File: src/ricc_pkg.sv
// Package for the remote input and cycle control block: constants and types
package ricc_pkg;

  // ----------------------------------------------------------------------
  // Timing
  // ----------------------------------------------------------------------
  localparam int CLK_HZ = 20_000_000;
  localparam int DEBOUNCE_US = 5000;
  // Least settle time, exact in whole cycles at this rate
  localparam int DB_CYCLES = DEBOUNCE_US * (CLK_HZ / 1_000_000);
  localparam int DB_W = 17;

  // ----------------------------------------------------------------------
  // Contact closure input channels
  // ----------------------------------------------------------------------
  localparam int IN_START = 0;
  localparam int IN_ESTOP = 1;
  localparam int IN_HDIS = 2;
  localparam int IN_VDIS = 3;
  localparam int IN_NULL = 4;
  localparam int IN_CUTOFF = 5;
  localparam int N_IN = 6;

  // ----------------------------------------------------------------------
  // Feature configuration word, switch position n sits at bit n-1
  // ----------------------------------------------------------------------
  localparam int CFG_TACK = 0;
  localparam int CFG_AUTO = 1;
  localparam int CFG_ZSRCH = 2;
  localparam int CFG_STNULL = 3;
  localparam int CFG_VDELAY = 4;
  localparam int CFG_HDELAY = 5;
  localparam int CFG_LOCK = 6;
  localparam int CFG_CRATER = 7;
  localparam logic [7:0] CFG_RST = 8'h00;

  // ----------------------------------------------------------------------
  // Register port
  // ----------------------------------------------------------------------
  localparam int ADDR_W = 8;
  localparam int DATA_W = 32;
  localparam logic [7:0] REG_CFG = 8'h00;
  localparam logic [7:0] REG_STAT = 8'h04;
  localparam logic [7:0] REG_SW = 8'h08;
  localparam logic [7:0] REG_PROG = 8'h0c;

  typedef enum logic [2:0] {
    S_IDLE, S_SEARCH, S_NULL_HOLD, S_WELD, S_OVERLAP, S_FINAL, S_RETRACT
  } ricc_state_t;

  typedef struct packed {
    logic [ADDR_W-1:0] addr;
    logic [DATA_W-1:0] wdata;
    logic wr;
    logic rd;
  } ricc_bus_req_t;

  // Same-clock status from the rest of the tracker and the pendant
  typedef struct packed {
    logic auto_mode_sel;
    logic side_left_sel;
    logic side_right_sel;
    logic seam_located;
    logic tack_detected;
    logic weld_timer_done;
    logic updown_seen;
    logic overlap_done;
    logic final_done;
    logic retract_done;
  } ricc_trk_t;

  typedef struct packed {
    logic weld_go_relay;
    logic final_phase_relay;
    logic retract_phase_relay;
    logic manual_mode;
    logic tracking_mode;
    logic overlap_mode;
    logic horiz_track_en;
    logic vert_track_en;
    logic sidetrack_left;
    logic sidetrack_right;
    logic anti_jam_en;
    logic tack_cutoff_armed;
    logic weld_timer_run;
  } ricc_out_t;

  typedef struct packed {
    logic [N_IN-1:0] sync1;
    logic [N_IN-1:0] sync2;
    logic [N_IN-1:0] db;
    logic [N_IN-1:0] db_d;
    logic [N_IN-1:0][DB_W-1:0] cnt;
    logic [7:0] sw1;
    logic [7:0] sw2;
    logic [7:0] cfg;
    logic wto;
    ricc_state_t state;
    ricc_out_t out;
    logic [DATA_W-1:0] rdata;
  } ricc_st_t;

endpackage

File: src/ricc_remote_ctrl.sv
// Remote input handling and weld cycle control of the seam tracker
//
// Added by the designer: the register addresses and the strobed register port.
`timescale 1ns/100ps

// Behaviour
// - Emergency stop aborts cycle, drops all three relays, selects manual mode
// - No new cycle starts while emergency stop is held
// - Horizontal disable suspends horizontal tracking while held
// - Horizontal disable overrides the sidetrack selection
// - Held null sync keeps weld timer stopped and weld-go relay off
// - Shared null sync line holds weld phase until last unit finds seam
// - Null sync release at null energises weld-go and starts weld at once
// - Cutoff pulse ends weld phase anywhere and forces overlap mode
// - Vertical disable suspends vertical tracking while held
// - Axis disables act in every phase, not only while welding
// - Either axis disable suppresses anti-jam protection
// - Detected tack switches both slides into manual mode
// - Feature bit 1 enables tack cutoff
// - Feature bit 2 selects auto cutoff, else timed weld
// - Bit 3 enables Z search; bit 4 disables sidetrack at null
// - Feature bit 5 enables the vertical search delay
// - Feature bit 6 enables the horizontal retract delay
// - Bit 8 enables crater fill delay; bit 7 enables lockout
// - Weld-go relay on from weld phase entry (seam located or null release) until final timer ends
// - Start only in auto mode; held start restarts after retract
module ricc_remote_ctrl
  import ricc_pkg::*;
#(
  parameter int DB_CNT = DB_CYCLES
) (
  // Clock and reset
  input wire logic ref_clk,
  input wire logic nrst,
  // Remote contact closure pins, high while closed
  input wire logic start_input_pin,
  input wire logic estop_input_pin,
  input wire logic horiz_disable_pin,
  input wire logic vert_disable_pin,
  input wire logic null_sync_pin,
  input wire logic cutoff_input_pin,
  input wire logic [7:0] feature_config_switch,
  // Tracker and pendant status
  input wire ricc_trk_t trk,
  // Register port
  input wire ricc_bus_req_t bus,
  output logic [DATA_W-1:0] bus_rdata,
  // Relays, modes and features
  output ricc_out_t ctl,
  output logic [7:0] feature_cfg
);

  // ----------------------------------------------------------------------
  // State
  // ----------------------------------------------------------------------
  ricc_st_t st_r;
  ricc_st_t st_nxt;
  logic [N_IN-1:0] pins;
  logic estop;
  logic start_rise;
  logic cutoff_rise;
  logic null_reached;
  logic side_ok;

  assign pins = {cutoff_input_pin, null_sync_pin, vert_disable_pin,
                 horiz_disable_pin, estop_input_pin, start_input_pin};

  // Edges are taken from the debounced copies only
  assign estop = st_r.db[IN_ESTOP];
  assign start_rise = st_r.db[IN_START] & ~st_r.db_d[IN_START];
  assign cutoff_rise = st_r.db[IN_CUTOFF] & ~st_r.db_d[IN_CUTOFF];

  // ----------------------------------------------------------------------
  // Next state
  // ----------------------------------------------------------------------
  always_comb begin
    st_nxt = st_r;
    null_reached = 1'b0;
    side_ok = 1'b0;

    // synchronise and debounce
    // The settle counter restarts on any bounce, so a chattering contact
    // never reaches the cycle logic. Counts above 2^17 do not fit.
    st_nxt.sync1 = pins;
    st_nxt.sync2 = st_r.sync1;
    st_nxt.db_d = st_r.db;
    for (int i = 0; i < N_IN; i++) begin
      if (st_r.sync2[i] == st_r.db[i]) begin
        st_nxt.cnt[i] = '0;
      end else if (st_r.cnt[i] == DB_W'(DB_CNT - 1)) begin
        st_nxt.db[i] = st_r.sync2[i];
        st_nxt.cnt[i] = '0;
      end else begin
        st_nxt.cnt[i] = st_r.cnt[i] + 1'b1;
      end
    end

    // Feature switches only need a clean level, not a debounce
    st_nxt.sw1 = feature_config_switch;
    st_nxt.sw2 = st_r.sw1;

    // Cycle sequencing
    unique case (st_r.state)
      S_IDLE: begin
        if (start_rise && trk.auto_mode_sel) begin
          st_nxt.state = S_SEARCH;
        end
      end
      S_SEARCH: begin
        if (trk.seam_located) begin
          st_nxt.state = st_r.db[IN_NULL] ? S_NULL_HOLD : S_WELD;
        end
      end
      S_NULL_HOLD: begin
        // the shared line releases only after the last unit nulls
        if (!st_r.db[IN_NULL]) begin
          st_nxt.state = S_WELD;
        end
      end
      S_WELD: begin
        if (trk.weld_timer_done && st_r.cfg[CFG_AUTO]) begin
          st_nxt.wto = 1'b1;
        end
        if (cutoff_rise) begin
          st_nxt.state = S_OVERLAP;
        end else if (!st_r.cfg[CFG_AUTO] && trk.weld_timer_done) begin
          st_nxt.state = S_OVERLAP;
        end else if (st_r.cfg[CFG_AUTO] && st_r.wto && trk.updown_seen) begin
          st_nxt.state = S_OVERLAP;
        end
      end
      S_OVERLAP: begin
        if (trk.overlap_done) begin
          st_nxt.state = S_FINAL;
        end
      end
      S_FINAL: begin
        if (trk.final_done) begin
          st_nxt.state = S_RETRACT;
        end
      end
      S_RETRACT: begin
        if (trk.retract_done) begin
          if (st_r.db[IN_START] && trk.auto_mode_sel) begin
            st_nxt.state = S_SEARCH;
          end else begin
            st_nxt.state = S_IDLE;
          end
        end
      end
      // The eighth code is never entered; recover to idle if upset
      default: begin
        st_nxt.state = S_IDLE;
      end
    endcase

    if (st_nxt.state != S_WELD) begin
      st_nxt.wto = 1'b0;
    end

    if (estop) begin
      st_nxt.state = S_IDLE;
      st_nxt.wto = 1'b0;
    end

    // Outputs follow the next state so that they sit in flip-flops
    // weld-go span
    st_nxt.out.weld_go_relay = st_nxt.state inside {S_WELD, S_OVERLAP,
                                                   S_FINAL};
    st_nxt.out.final_phase_relay = (st_nxt.state == S_FINAL);
    st_nxt.out.retract_phase_relay = (st_nxt.state == S_RETRACT);
    st_nxt.out.weld_timer_run = (st_nxt.state == S_WELD);
    st_nxt.out.overlap_mode = (st_nxt.state == S_OVERLAP);
    st_nxt.out.tracking_mode = st_nxt.state inside {S_SEARCH, S_NULL_HOLD,
                                                   S_WELD};
    st_nxt.out.tack_cutoff_armed = st_r.cfg[CFG_TACK] &&
                                   (st_nxt.state == S_WELD);
    st_nxt.out.manual_mode = (st_nxt.state == S_IDLE) ||
                             (st_nxt.out.tack_cutoff_armed &&
                              trk.tack_detected);
    st_nxt.out.horiz_track_en = st_nxt.out.tracking_mode &&
                                !st_nxt.out.manual_mode &&
                                !st_r.db[IN_HDIS];
    st_nxt.out.vert_track_en = st_nxt.out.tracking_mode &&
                               !st_nxt.out.manual_mode &&
                               !st_r.db[IN_VDIS];
    st_nxt.out.anti_jam_en = st_nxt.out.tracking_mode &&
                             !st_r.db[IN_HDIS] && !st_r.db[IN_VDIS];
    null_reached = st_nxt.state inside {S_NULL_HOLD, S_WELD};
    side_ok = !st_r.db[IN_HDIS] &&
              !(st_r.cfg[CFG_STNULL] && null_reached);
    st_nxt.out.sidetrack_left = side_ok && trk.side_left_sel;
    st_nxt.out.sidetrack_right = side_ok && trk.side_right_sel;

    // Register writes; the stored word feeds every feature decision
    // stored feature word
    if (bus.wr && bus.addr == REG_CFG) begin
      st_nxt.cfg = bus.wdata[7:0];
    end
    if (bus.wr && bus.addr == REG_PROG && bus.wdata[0]) begin
      st_nxt.cfg = st_r.sw2;
    end

    // Read data stands only in the cycle after the strobe
    st_nxt.rdata = '0;
    if (bus.rd) begin
      unique case (bus.addr)
        REG_CFG: st_nxt.rdata = {24'h000000, st_r.cfg};
        REG_STAT: st_nxt.rdata = {16'h0000, st_r.state, st_r.out};
        REG_SW: st_nxt.rdata = {24'h000000, st_r.sw2};
        default: st_nxt.rdata = '0;
      endcase
    end
  end

  // ----------------------------------------------------------------------
  // State register
  // ----------------------------------------------------------------------
  always_ff @(posedge ref_clk or negedge nrst) begin
    if (!nrst) begin
      st_r <= '0;
    end else begin
      st_r <= st_nxt;
    end
  end

  // Ports straight from the state flip-flops
  assign ctl = st_r.out;
  assign bus_rdata = st_r.rdata;
  assign feature_cfg = st_r.cfg;
endmodule

File: config.mk
export PLATFORM = sky130hd
export DESIGN_NAME = ricc_remote_ctrl
export DESIGN_NICKNAME = d
export VERILOG_FILES = /design/src/ricc_pkg.sv /design/src/ricc_remote_ctrl.sv
export SDC_FILE = /design/constraint.sdc
export NUM_CORES = 1
export LEC_CHECK = 0
export BUFFER_PORTS_ARGS = -buffer_cell sky130_fd_sc_hd__buf_2
export CELL_PAD_IN_SITES_DETAIL_PLACEMENT = 0
export CELL_PAD_IN_SITES_GLOBAL_PLACEMENT = 2
export CORE_MARGIN = 1.5
export CORE_UTILIZATION = 33
export DETAILED_ROUTE_END_ITERATION = 16
export PLACE_DENSITY_LB_ADDON = 0.15
export SYNTH_ARGS = -nofsm -noshare
export SYNTH_HDL_FRONTEND = slang
export SYNTH_SLANG_ARGS = --single-unit
File: constraint.sdc
create_clock -name ref_clk -period 1.75 [get_ports ref_clk]
set_input_delay 0.0875 -clock ref_clk [delete_from_list [all_inputs] [get_ports ref_clk]]
set_output_delay 0.0875 -clock ref_clk [all_outputs]
set_load 0.005 [all_outputs]
==> summary.txt, run 1 <==
Final net count -> 992
Maximum number of pins on one net before global-route repair -> 54
Die Area -> 26170 um^2
Sequential fraction of the synthesis area -> 53.85%
Detailed Route WL -> 17660 um
I/O pin count -> 121
Post-synthesis cell type count -> 58
Maximum level of the CTS H-tree -> 4
Clock network latency to the later pin of the worst-skew pair -> 0.43 ns
R2r setup slk -> 0.04 ns
Result of the run -> finished clean
Origin of the worst min-delay path -> trk[4]
MaxCap Viol Count -> 0
Number of instances in the synthesized netlist -> 790
Worst flop-to-flop path endpoint -> ctl[9]
Worst min-delay path endpoint -> st_r[48]
Signed area change from the synthesized netlist to the final layout -> 22.55%
Final non-filler cell area -> 10190 um^2
Initial antenna violation count -> 2
Clock tree from TritonCTS -> built
Vias per std cell -> 4.515
Cell area after synthesis -> 8318 um^2
Dominant cell by count in the synthesized netlist -> dfrtp_1
Row Count -> 57
Cell area after placement -> 9156 um^2
Global-route wire length before repair -> 29500 um
Required time of the worst setup path -> 2.05 ns
Worst IR Drop VDD -> 0.6017 mV
Proportion of register bits with asynchronous set or reset after synthesis -> 100.0%
Setup clock skew after layout -> 0.009812 ns
Achievable frequency -> 584.6 MHz
Worst Hold Path Cells -> 4
Detailed-routing iteration count for the pre-antenna-repair pass -> 6
Number of global-route vias before repair -> 5690
DP HPWL -> 12710 um
Critical setup path kind -> reg2reg
Area of the core -> 24530 um^2
Number of standard cells in the layout, taps in and fillers out -> 1255
Maximum fanout count along the critical path -> 5
Final setup viols -> 0
Die X-Extent -> 161.8 um
CTS Root Buffer Type -> clkbuf_16
Detailed router's first-iteration violation count -> 292
Slew @ Worst Pin -> 0.5532 ns
Type of the most critical hold path -> in2reg
Number of register bits inferred by synthesis -> 179
Antenna fix cells -> 0
Crit path arrival time -> 2.01 ns
Power per unit of standard cell area -> 1046 nW/um^2
Period Utilization, post-route -> 97.75%
Ranking of synthesized cells by area -> dfrtp_1 (54%), nor2_1 (6.7%), xor2_1 (5.9%), buf_4 (5.5%), xnor2_1 (4.2%)
Clock-pin slew on the worst setup and hold paths -> 0.07 ns
Number of antenna-violating nets in the routed design -> 0
Routed wire length per instance -> 14.07 um
Number of clock sinks -> 179
Final cell utilization of the core -> 41.55%
Count of warnings emitted by yosys -> 0
Sum of overflow across all layers after global routing -> 0
CTS buffer count -> 17
Slew Viols, Final -> 0
Total Power Consumption -> 10.66 mW
Drt drc -> 0
Number of synthesized flops with an enable pin -> 0
Final weighted congestion of routability-driven global placement -> 0.7718
Synth Flop Type -> dfrtp_1
Detailed-route via count -> 5666
Cell type contributing the most total cell area after synthesis -> dfrtp_1
Endpoint class of the critical path -> register
Cell count after placement -> 1194
Shortest period the worst path allows -> 1.711 ns
Register-to-Register Path Depth -> 5
Height of the die -> 161.8 um
Fraction of layout cells with a size suffix above 1 -> 23.42%
Number of filler instances in the final layout -> 2424
Post-Syn Area per Cell -> 10.53 um^2
Worst slew margin relative to its limit -> 63.12%
Total routing resource utilization after global routing -> 14.27%
R2R Path Start -> st_r[46]
Maximum buffer depth of the clock tree -> 2
Count of endpoints failing hold in the final timing report -> 0
Lkg Pwr -> 4.765 nW
Cell types with the highest counts after synthesis -> dfrtp_1 (179), nor2_1 (148), buf_4 (61), xor2_1 (56), nand3_1 (46)
Fraction of synthesized cell area taken by the top area cell type -> 53.85%
Kind of launch point of the worst setup path -> register
Port buffer count -> 80
Initial core utilization -> 33.90%
RSZ-0062 raised after global routing -> yes
## layout by cell type (no fill, tap or decap), types with 3 or more instances in the layout
| cell type | n |
|---|---|
| nor4_2 | 5 |
| bufinv_16 | 6 |
| xnor2_1 | 40 |
| mux2_2 | 6 |
| nor2_1 | 148 |
| nand2_1 | 39 |
| clkbuf_16 | 17 |
| or2_1 | 6 |
| xor2_1 | 56 |
| ha_1 | 5 |
| dlygate4sd3_1 | 25 |
| a21oi_1 | 18 |
| nor4_1 | 3 |
| nor2b_1 | 4 |
| nand3b_1 | 3 |
| and2_1 | 12 |
| and3_1 | 16 |
| and4_1 | 11 |
| buf_4 | 55 |
| nor3_2 | 3 |
| mux2i_1 | 16 |
| buf_12 | 6 |
| dfrtp_1 | 175 |
| inv_1 | 22 |
| nand3_1 | 46 |
| dfrtp_2 | 4 |
| nor3_1 | 8 |
| buf_2 | 79 |
| or2_2 | 5 |
| inv_6 | 4 |
| nand4_1 | 21 |
| conb_1 | 16 |
| buf_6 | 3 |
## power breakdown
| part | internal [mW] | total [mW] | switching, mW | leakage [nW] |
|---|---|---|---|---|
| Clock | 2.71 | 4.40 | 1.69 | 0.328 |
| Combinational | 0.820 | 1.68 | 0.858 | 2.05 |
| Sequential | 4.38 | 4.58 | 0.194 | 2.38 |
| Total | 7.91 | 10.7 | 2.74 | 4.76 |
## per-layer routing
layer | track usage (%) | up-vias | routed length, um
met2 | 22.08 | 106 | 7873
li1 | - | 2821 | -
met1 | 19.68 | 2724 | 8848
met3 | 3.728 | 11 | 760
met4 | 4.128 | 4 | 155
met5 | 0 | - | 23
## flip-flops by register name, summed over array words and instances, names as in the netlist
signal and flops:
st_nxt 19, st_r 122, bus_rdata 16, feature_cfg 8, ctl 13, estop 1
## worst max-delay path: stages, from the launching register on
cell and delay (ns):
dfrtp_2 0.41, clkbuf_2 0.13, buf_4 0.13, o311a_4 0.38
and4b_1 0.19, or3_1 0.35
## area by class of cell
class	instances	area [um^2]	area share, %
clock buffer	18	429.2	4.210
inverter	22	82.58	0.8101
sequential	179	4484	43.99
clock inverter	14	247.7	2.430
multi-input combinational	529	3327	32.64
timing repair buffer	169	1217	11.94
tap	324	405.4	3.977
## cell families (layout without fill, tap and decap cells)
kind of cell / Yosys count / count (layout) / share of synthesized area [%]
and+or+nand+nor: 353 / 353 / 21.62
adders and majority gates: 6 / 6 / 0.9025
xor gates and xnor gates: 96 / 96 / 10.11
DFF: 179 / 179 / 53.85
AOI/OAI and AO/OA: 36 / 36 / 3.069
buffers and inverters: 97 / 223 / 7.671
muxes: 22 / 22 / 2.738
other: 1 / 16 / 0.04508
## worst max path at each step
| stage | cells past startpoint | to | start |
|---|---|---|---|
| floorplan | 9 | st_r[115] | st_r[107] |
| global placement | 5 | ctl[9] | st_r[46] |
| detailed placement | 5 | ctl[9] | st_r[46] |
| CTS | 5 | ctl[9] | st_r[45] |
| global route | 6 | ctl[9] | st_r[46] |
| finish | 5 | ctl[9] | st_r[46] |
## stage by stage
| step | hold slack, ns | TNS [ns] | setup WS [ns] |
|---|---|---|---|
| 6_report | 0.07697 | 0 | 0.03946 |
| 5_1_grt | 0.08837 | -0.01862 | -0.01862 |
| 4_1_cts | 0.05760 | 0 | 0.003583 |
| 3_5_place_dp | 0.09385 | -0.07180 | -0.07180 |
| 3_3_place_gp | 0.08967 | -0.01000 | -0.01000 |
| 2_1_floorplan | -0.2081 | 0 | 0.02499 |
## what timing repair did
item | CTS | global route
setup endpoints to repair | 4 | 61
resized for setup | 5 | 16
endpoints found under the hold margin | 70 | 0
setup buffers | 1 | 3
pin swaps | 0 | 10
hold buffers | 25 | 0
gates cloned | 0 | 0
(Power assumes the default switching activity.)
==> run 2: changes to the inputs <==
--- a/config.mk
+++ b/config.mk
@@ -7,3 +7,2 @@
 export LEC_CHECK = 0
-export BUFFER_PORTS_ARGS = -buffer_cell sky130_fd_sc_hd__buf_2
 export CELL_PAD_IN_SITES_DETAIL_PLACEMENT = 0
@@ -11,4 +10,5 @@
 export CORE_MARGIN = 1.5
-export CORE_UTILIZATION = 33
+export CORE_UTILIZATION = 37
 export DETAILED_ROUTE_END_ITERATION = 16
+export DONT_BUFFER_PORTS = 1
 export PLACE_DENSITY_LB_ADDON = 0.15
==> constraint.sdc (replaced) <==
create_clock -name ref_clk -period 1.75 [get_ports ref_clk]
set_input_delay 0.35 -clock ref_clk [delete_from_list [all_inputs] [get_ports ref_clk]]
set_output_delay 0.35 -clock ref_clk [all_outputs]
set_load 0.005 [all_outputs]
==> run 2 against run 1 <==
The run now ends with DRC, hold timing left. Clock skew is essentially flat. First-iteration DRC count is 27% lower. Global-route usage increased by 0.83 points. Register-to-register slack got worse by 0.04 ns. Hold slack got worse by 0.46 ns. Utilization grew 1.9 points. Final cell count is 11% lower. Routed wire length fell by 6.3%. Sequential share of layout area increased by 3.0 points. Critical path type unchanged.
==> summary.txt, run 2 (synthesis gave the netlist of run 1 again) <==
Smallest hold slack -> -0.3869 ns (was 0.07697 ns)
Detailed-route via count -> 5332 (was 5666)
Maximum number of pins on one net before global-route repair -> 180 (was 54)
Reg with most FFs -> st_r (unchanged)
Endpoint class of the critical path -> register (unchanged)
Maximum level of the CTS H-tree -> 4 (unchanged)
CTS Root Buffer Type -> clkbuf_16 (unchanged)
Slew @ Worst Pin -> 0.5029 ns (was 0.5532 ns)
Maximum buffer depth of the clock tree -> 2 (unchanged)
RSZ-0062 raised after global routing -> yes (unchanged)
Area of the core -> 21960 um^2 (was 24530 um^2)
Kind of launch point of the worst setup path -> register (unchanged)
Drt drc -> 5 (was 0)
Sum of overflow across all layers after global routing -> 0 (unchanged)
CTS Hold Bufs -> 14 (was 25)
Worst flop-to-flop path endpoint -> ctl[9] (unchanged)
Type of the most critical hold path -> in2async (was in2reg)
Total Neg Setup Slack -> 0 ns (unchanged)
Commonest non-fill, non-tap cell in the layout -> dfrtp_1 (unchanged)
Maximum fanout count along the critical path -> 5 (unchanged)
Final non-filler cell area -> 9540 um^2 (was 10190 um^2)
Number of global-route vias before repair -> 5443 (was 5690)
Shortest period the worst path allows -> 1.747 ns (was 1.711 ns)
Detailed-routing iteration count for the pre-antenna-repair pass -> 12 (was 6)
Power per unit of standard cell area -> 1037 nW/um^2 (was 1046 nW/um^2)
I/O pin count -> 121 (unchanged)
Result of the run -> finished, violations left (was finished clean)
Count of endpoints failing hold in the final timing report -> 179 (was 0)
Detailed router's first-iteration violation count -> 214 (was 292)
Final cell utilization of the core -> 43.45% (was 41.55%)
Achievable frequency -> 572.6 MHz (was 584.6 MHz)
Total routing resource utilization after global routing -> 15.10% (was 14.27%)
Antenna fix cells -> 0 (unchanged)
Initial core utilization -> 37.88% (was 33.90%)
Clock-pin slew on the worst setup and hold paths -> 0.07 ns (about the same)
Origin of the worst setup path -> st_r[46] (unchanged)
Register-to-Register Path Depth -> 6 (was 5)
Final setup viols -> 0 (unchanged)
Number of flip-flops under the largest register name -> 122 (unchanged)
Cell area after placement -> 8652 um^2 (was 9156 um^2)
Initial antenna violation count -> 0 (was 2)
Period Utilization, post-route -> 99.80% (was 97.75%)
Violations in the final reports -> DRC, hold timing
Row Count -> 54 (was 57)
Crit path arrival time -> 2.11 ns (was 2.01 ns)
Vias per std cell -> 4.769 (was 4.515)
Setup clock skew after layout -> 0.009479 ns (was 0.009812 ns)
Number of standard cells in the layout, taps in and fillers out -> 1118 (was 1255)
Die X-Extent -> 152.9 um (was 161.8 um)
Critical setup path kind -> reg2reg (unchanged)
DP HPWL -> 11250 um (was 12710 um)
Die Area -> 23390 um^2 (was 26170 um^2)
Worst IR Drop VDD -> 0.5968 mV (was 0.6017 mV)
Final weighted congestion of routability-driven global placement -> 0.7611 (was 0.7718)
Number of filler instances in the final layout -> 2075 (was 2424)
Height of the die -> 152.9 um (was 161.8 um)
Required time of the worst setup path -> 2.12 ns (was 2.05 ns)
Port buffer count -> 0 (was 80)
Worst Setup Slack, final -> 0.003478 ns (was 0.03946 ns)
Clock network latency to the later pin of the worst-skew pair -> 0.43 ns (about the same)
Global-route wire length before repair -> 28180 um (was 29500 um)
Cell count after placement -> 1066 (was 1194)
Final net count -> 899 (was 992)
Lkg Pwr -> 4.305 nW (was 4.765 nW)
CTS buffer count -> 17 (unchanged)
Fraction of layout cells with a size suffix above 1 -> 16.71% (was 23.42%)
Slew Viols, Final -> 0 (unchanged)
R2r setup slk -> 0.003 ns (was 0.04 ns)
Total Power Consumption -> 9.890 mW (was 10.66 mW)
Number of antenna-violating nets in the routed design -> 0 (unchanged)
Worst slew margin relative to its limit -> 66.47% (was 63.12%)
Signed area change from the synthesized netlist to the final layout -> 14.70% (was 22.55%)
Placement-stage worst setup slack -> -0.08093 ns (was -0.07180 ns)
R2R Path Start -> st_r[46] (unchanged)
Routed wire length per instance -> 14.80 um (was 14.07 um)
Top library cells by usage in the layout, fill and taps aside -> dfrtp_1 (177), nor2_1 (148), xor2_1 (56), buf_4 (55), nand3_1 (46) (was dfrtp_1 (175), nor2_1 (148), buf_2 (79), xor2_1 (56), buf_4 (55))
MaxCap Viol Count -> 0 (unchanged)
Detailed Route WL -> 16540 um (was 17660 um)
Number of clock sinks -> 179 (unchanged)
Critical path destination -> ctl[9] (unchanged)
Clock tree from TritonCTS -> built (unchanged)
[run 2: worst min-delay path by stage]
stage	endpoint	depth (start not counted)
floorplan	bus_rdata[0]	0
global placement	st_r[80]	0
detailed placement	st_r[81]	0
CTS	st_r[73]	0
global route	st_nxt[188]	0
finish	st_r[80]	0
[run 2: critical path, stage by stage (launching register included)]
cell      delay, ns
dfrtp_2        0.44
buf_4          0.14
buf_4          0.13
o311a_4        0.36
buf_4          0.15
a211oi_4       0.31
or3_1          0.15
[run 2: layout make-up]
| type | instances | area (um^2) | share of cell area (%) |
|---|---|---|---|
| Clock buffer | 17 | 425.4 | 4.459 |
| Clock inverter | 15 | 160.2 | 1.679 |
| Inverter | 22 | 82.58 | 0.8656 |
| Multi-Input combinational cell | 529 | 3364 | 35.27 |
| Sequential cell | 179 | 4482 | 46.98 |
| Tap cell | 280 | 350.3 | 3.672 |
| Timing Repair Buffer | 76 | 675.6 | 7.082 |
[run 2: metal layers]
layer	up-vias	GRT usage [%]	share of wire (%)
li1	2638	-	-
met1	2622	19.75	46
met2	55	24.94	50
met3	17	3.261	2.8
met4	0	4.995	1.4
met5	-	0	0
[run 2: power by group]
group	switching (mW)	total (mW)	internal, mW
logic	0.740	1.47	0.733
clock network	1.79	3.82	2.03
registers	0.217	4.60	4.38
total	2.75	9.89	7.14
[run 2: what timing repair did]
| action | in CTS | in global routing |
|---|---|---|
| endpoints found under the hold margin | 193 | 179 |
| setup buffers | 3 | 3 |
| setup endpoints to repair | 6 | 91 |
| pin swaps | 1 | 11 |
| resized for setup | 8 | 19 |
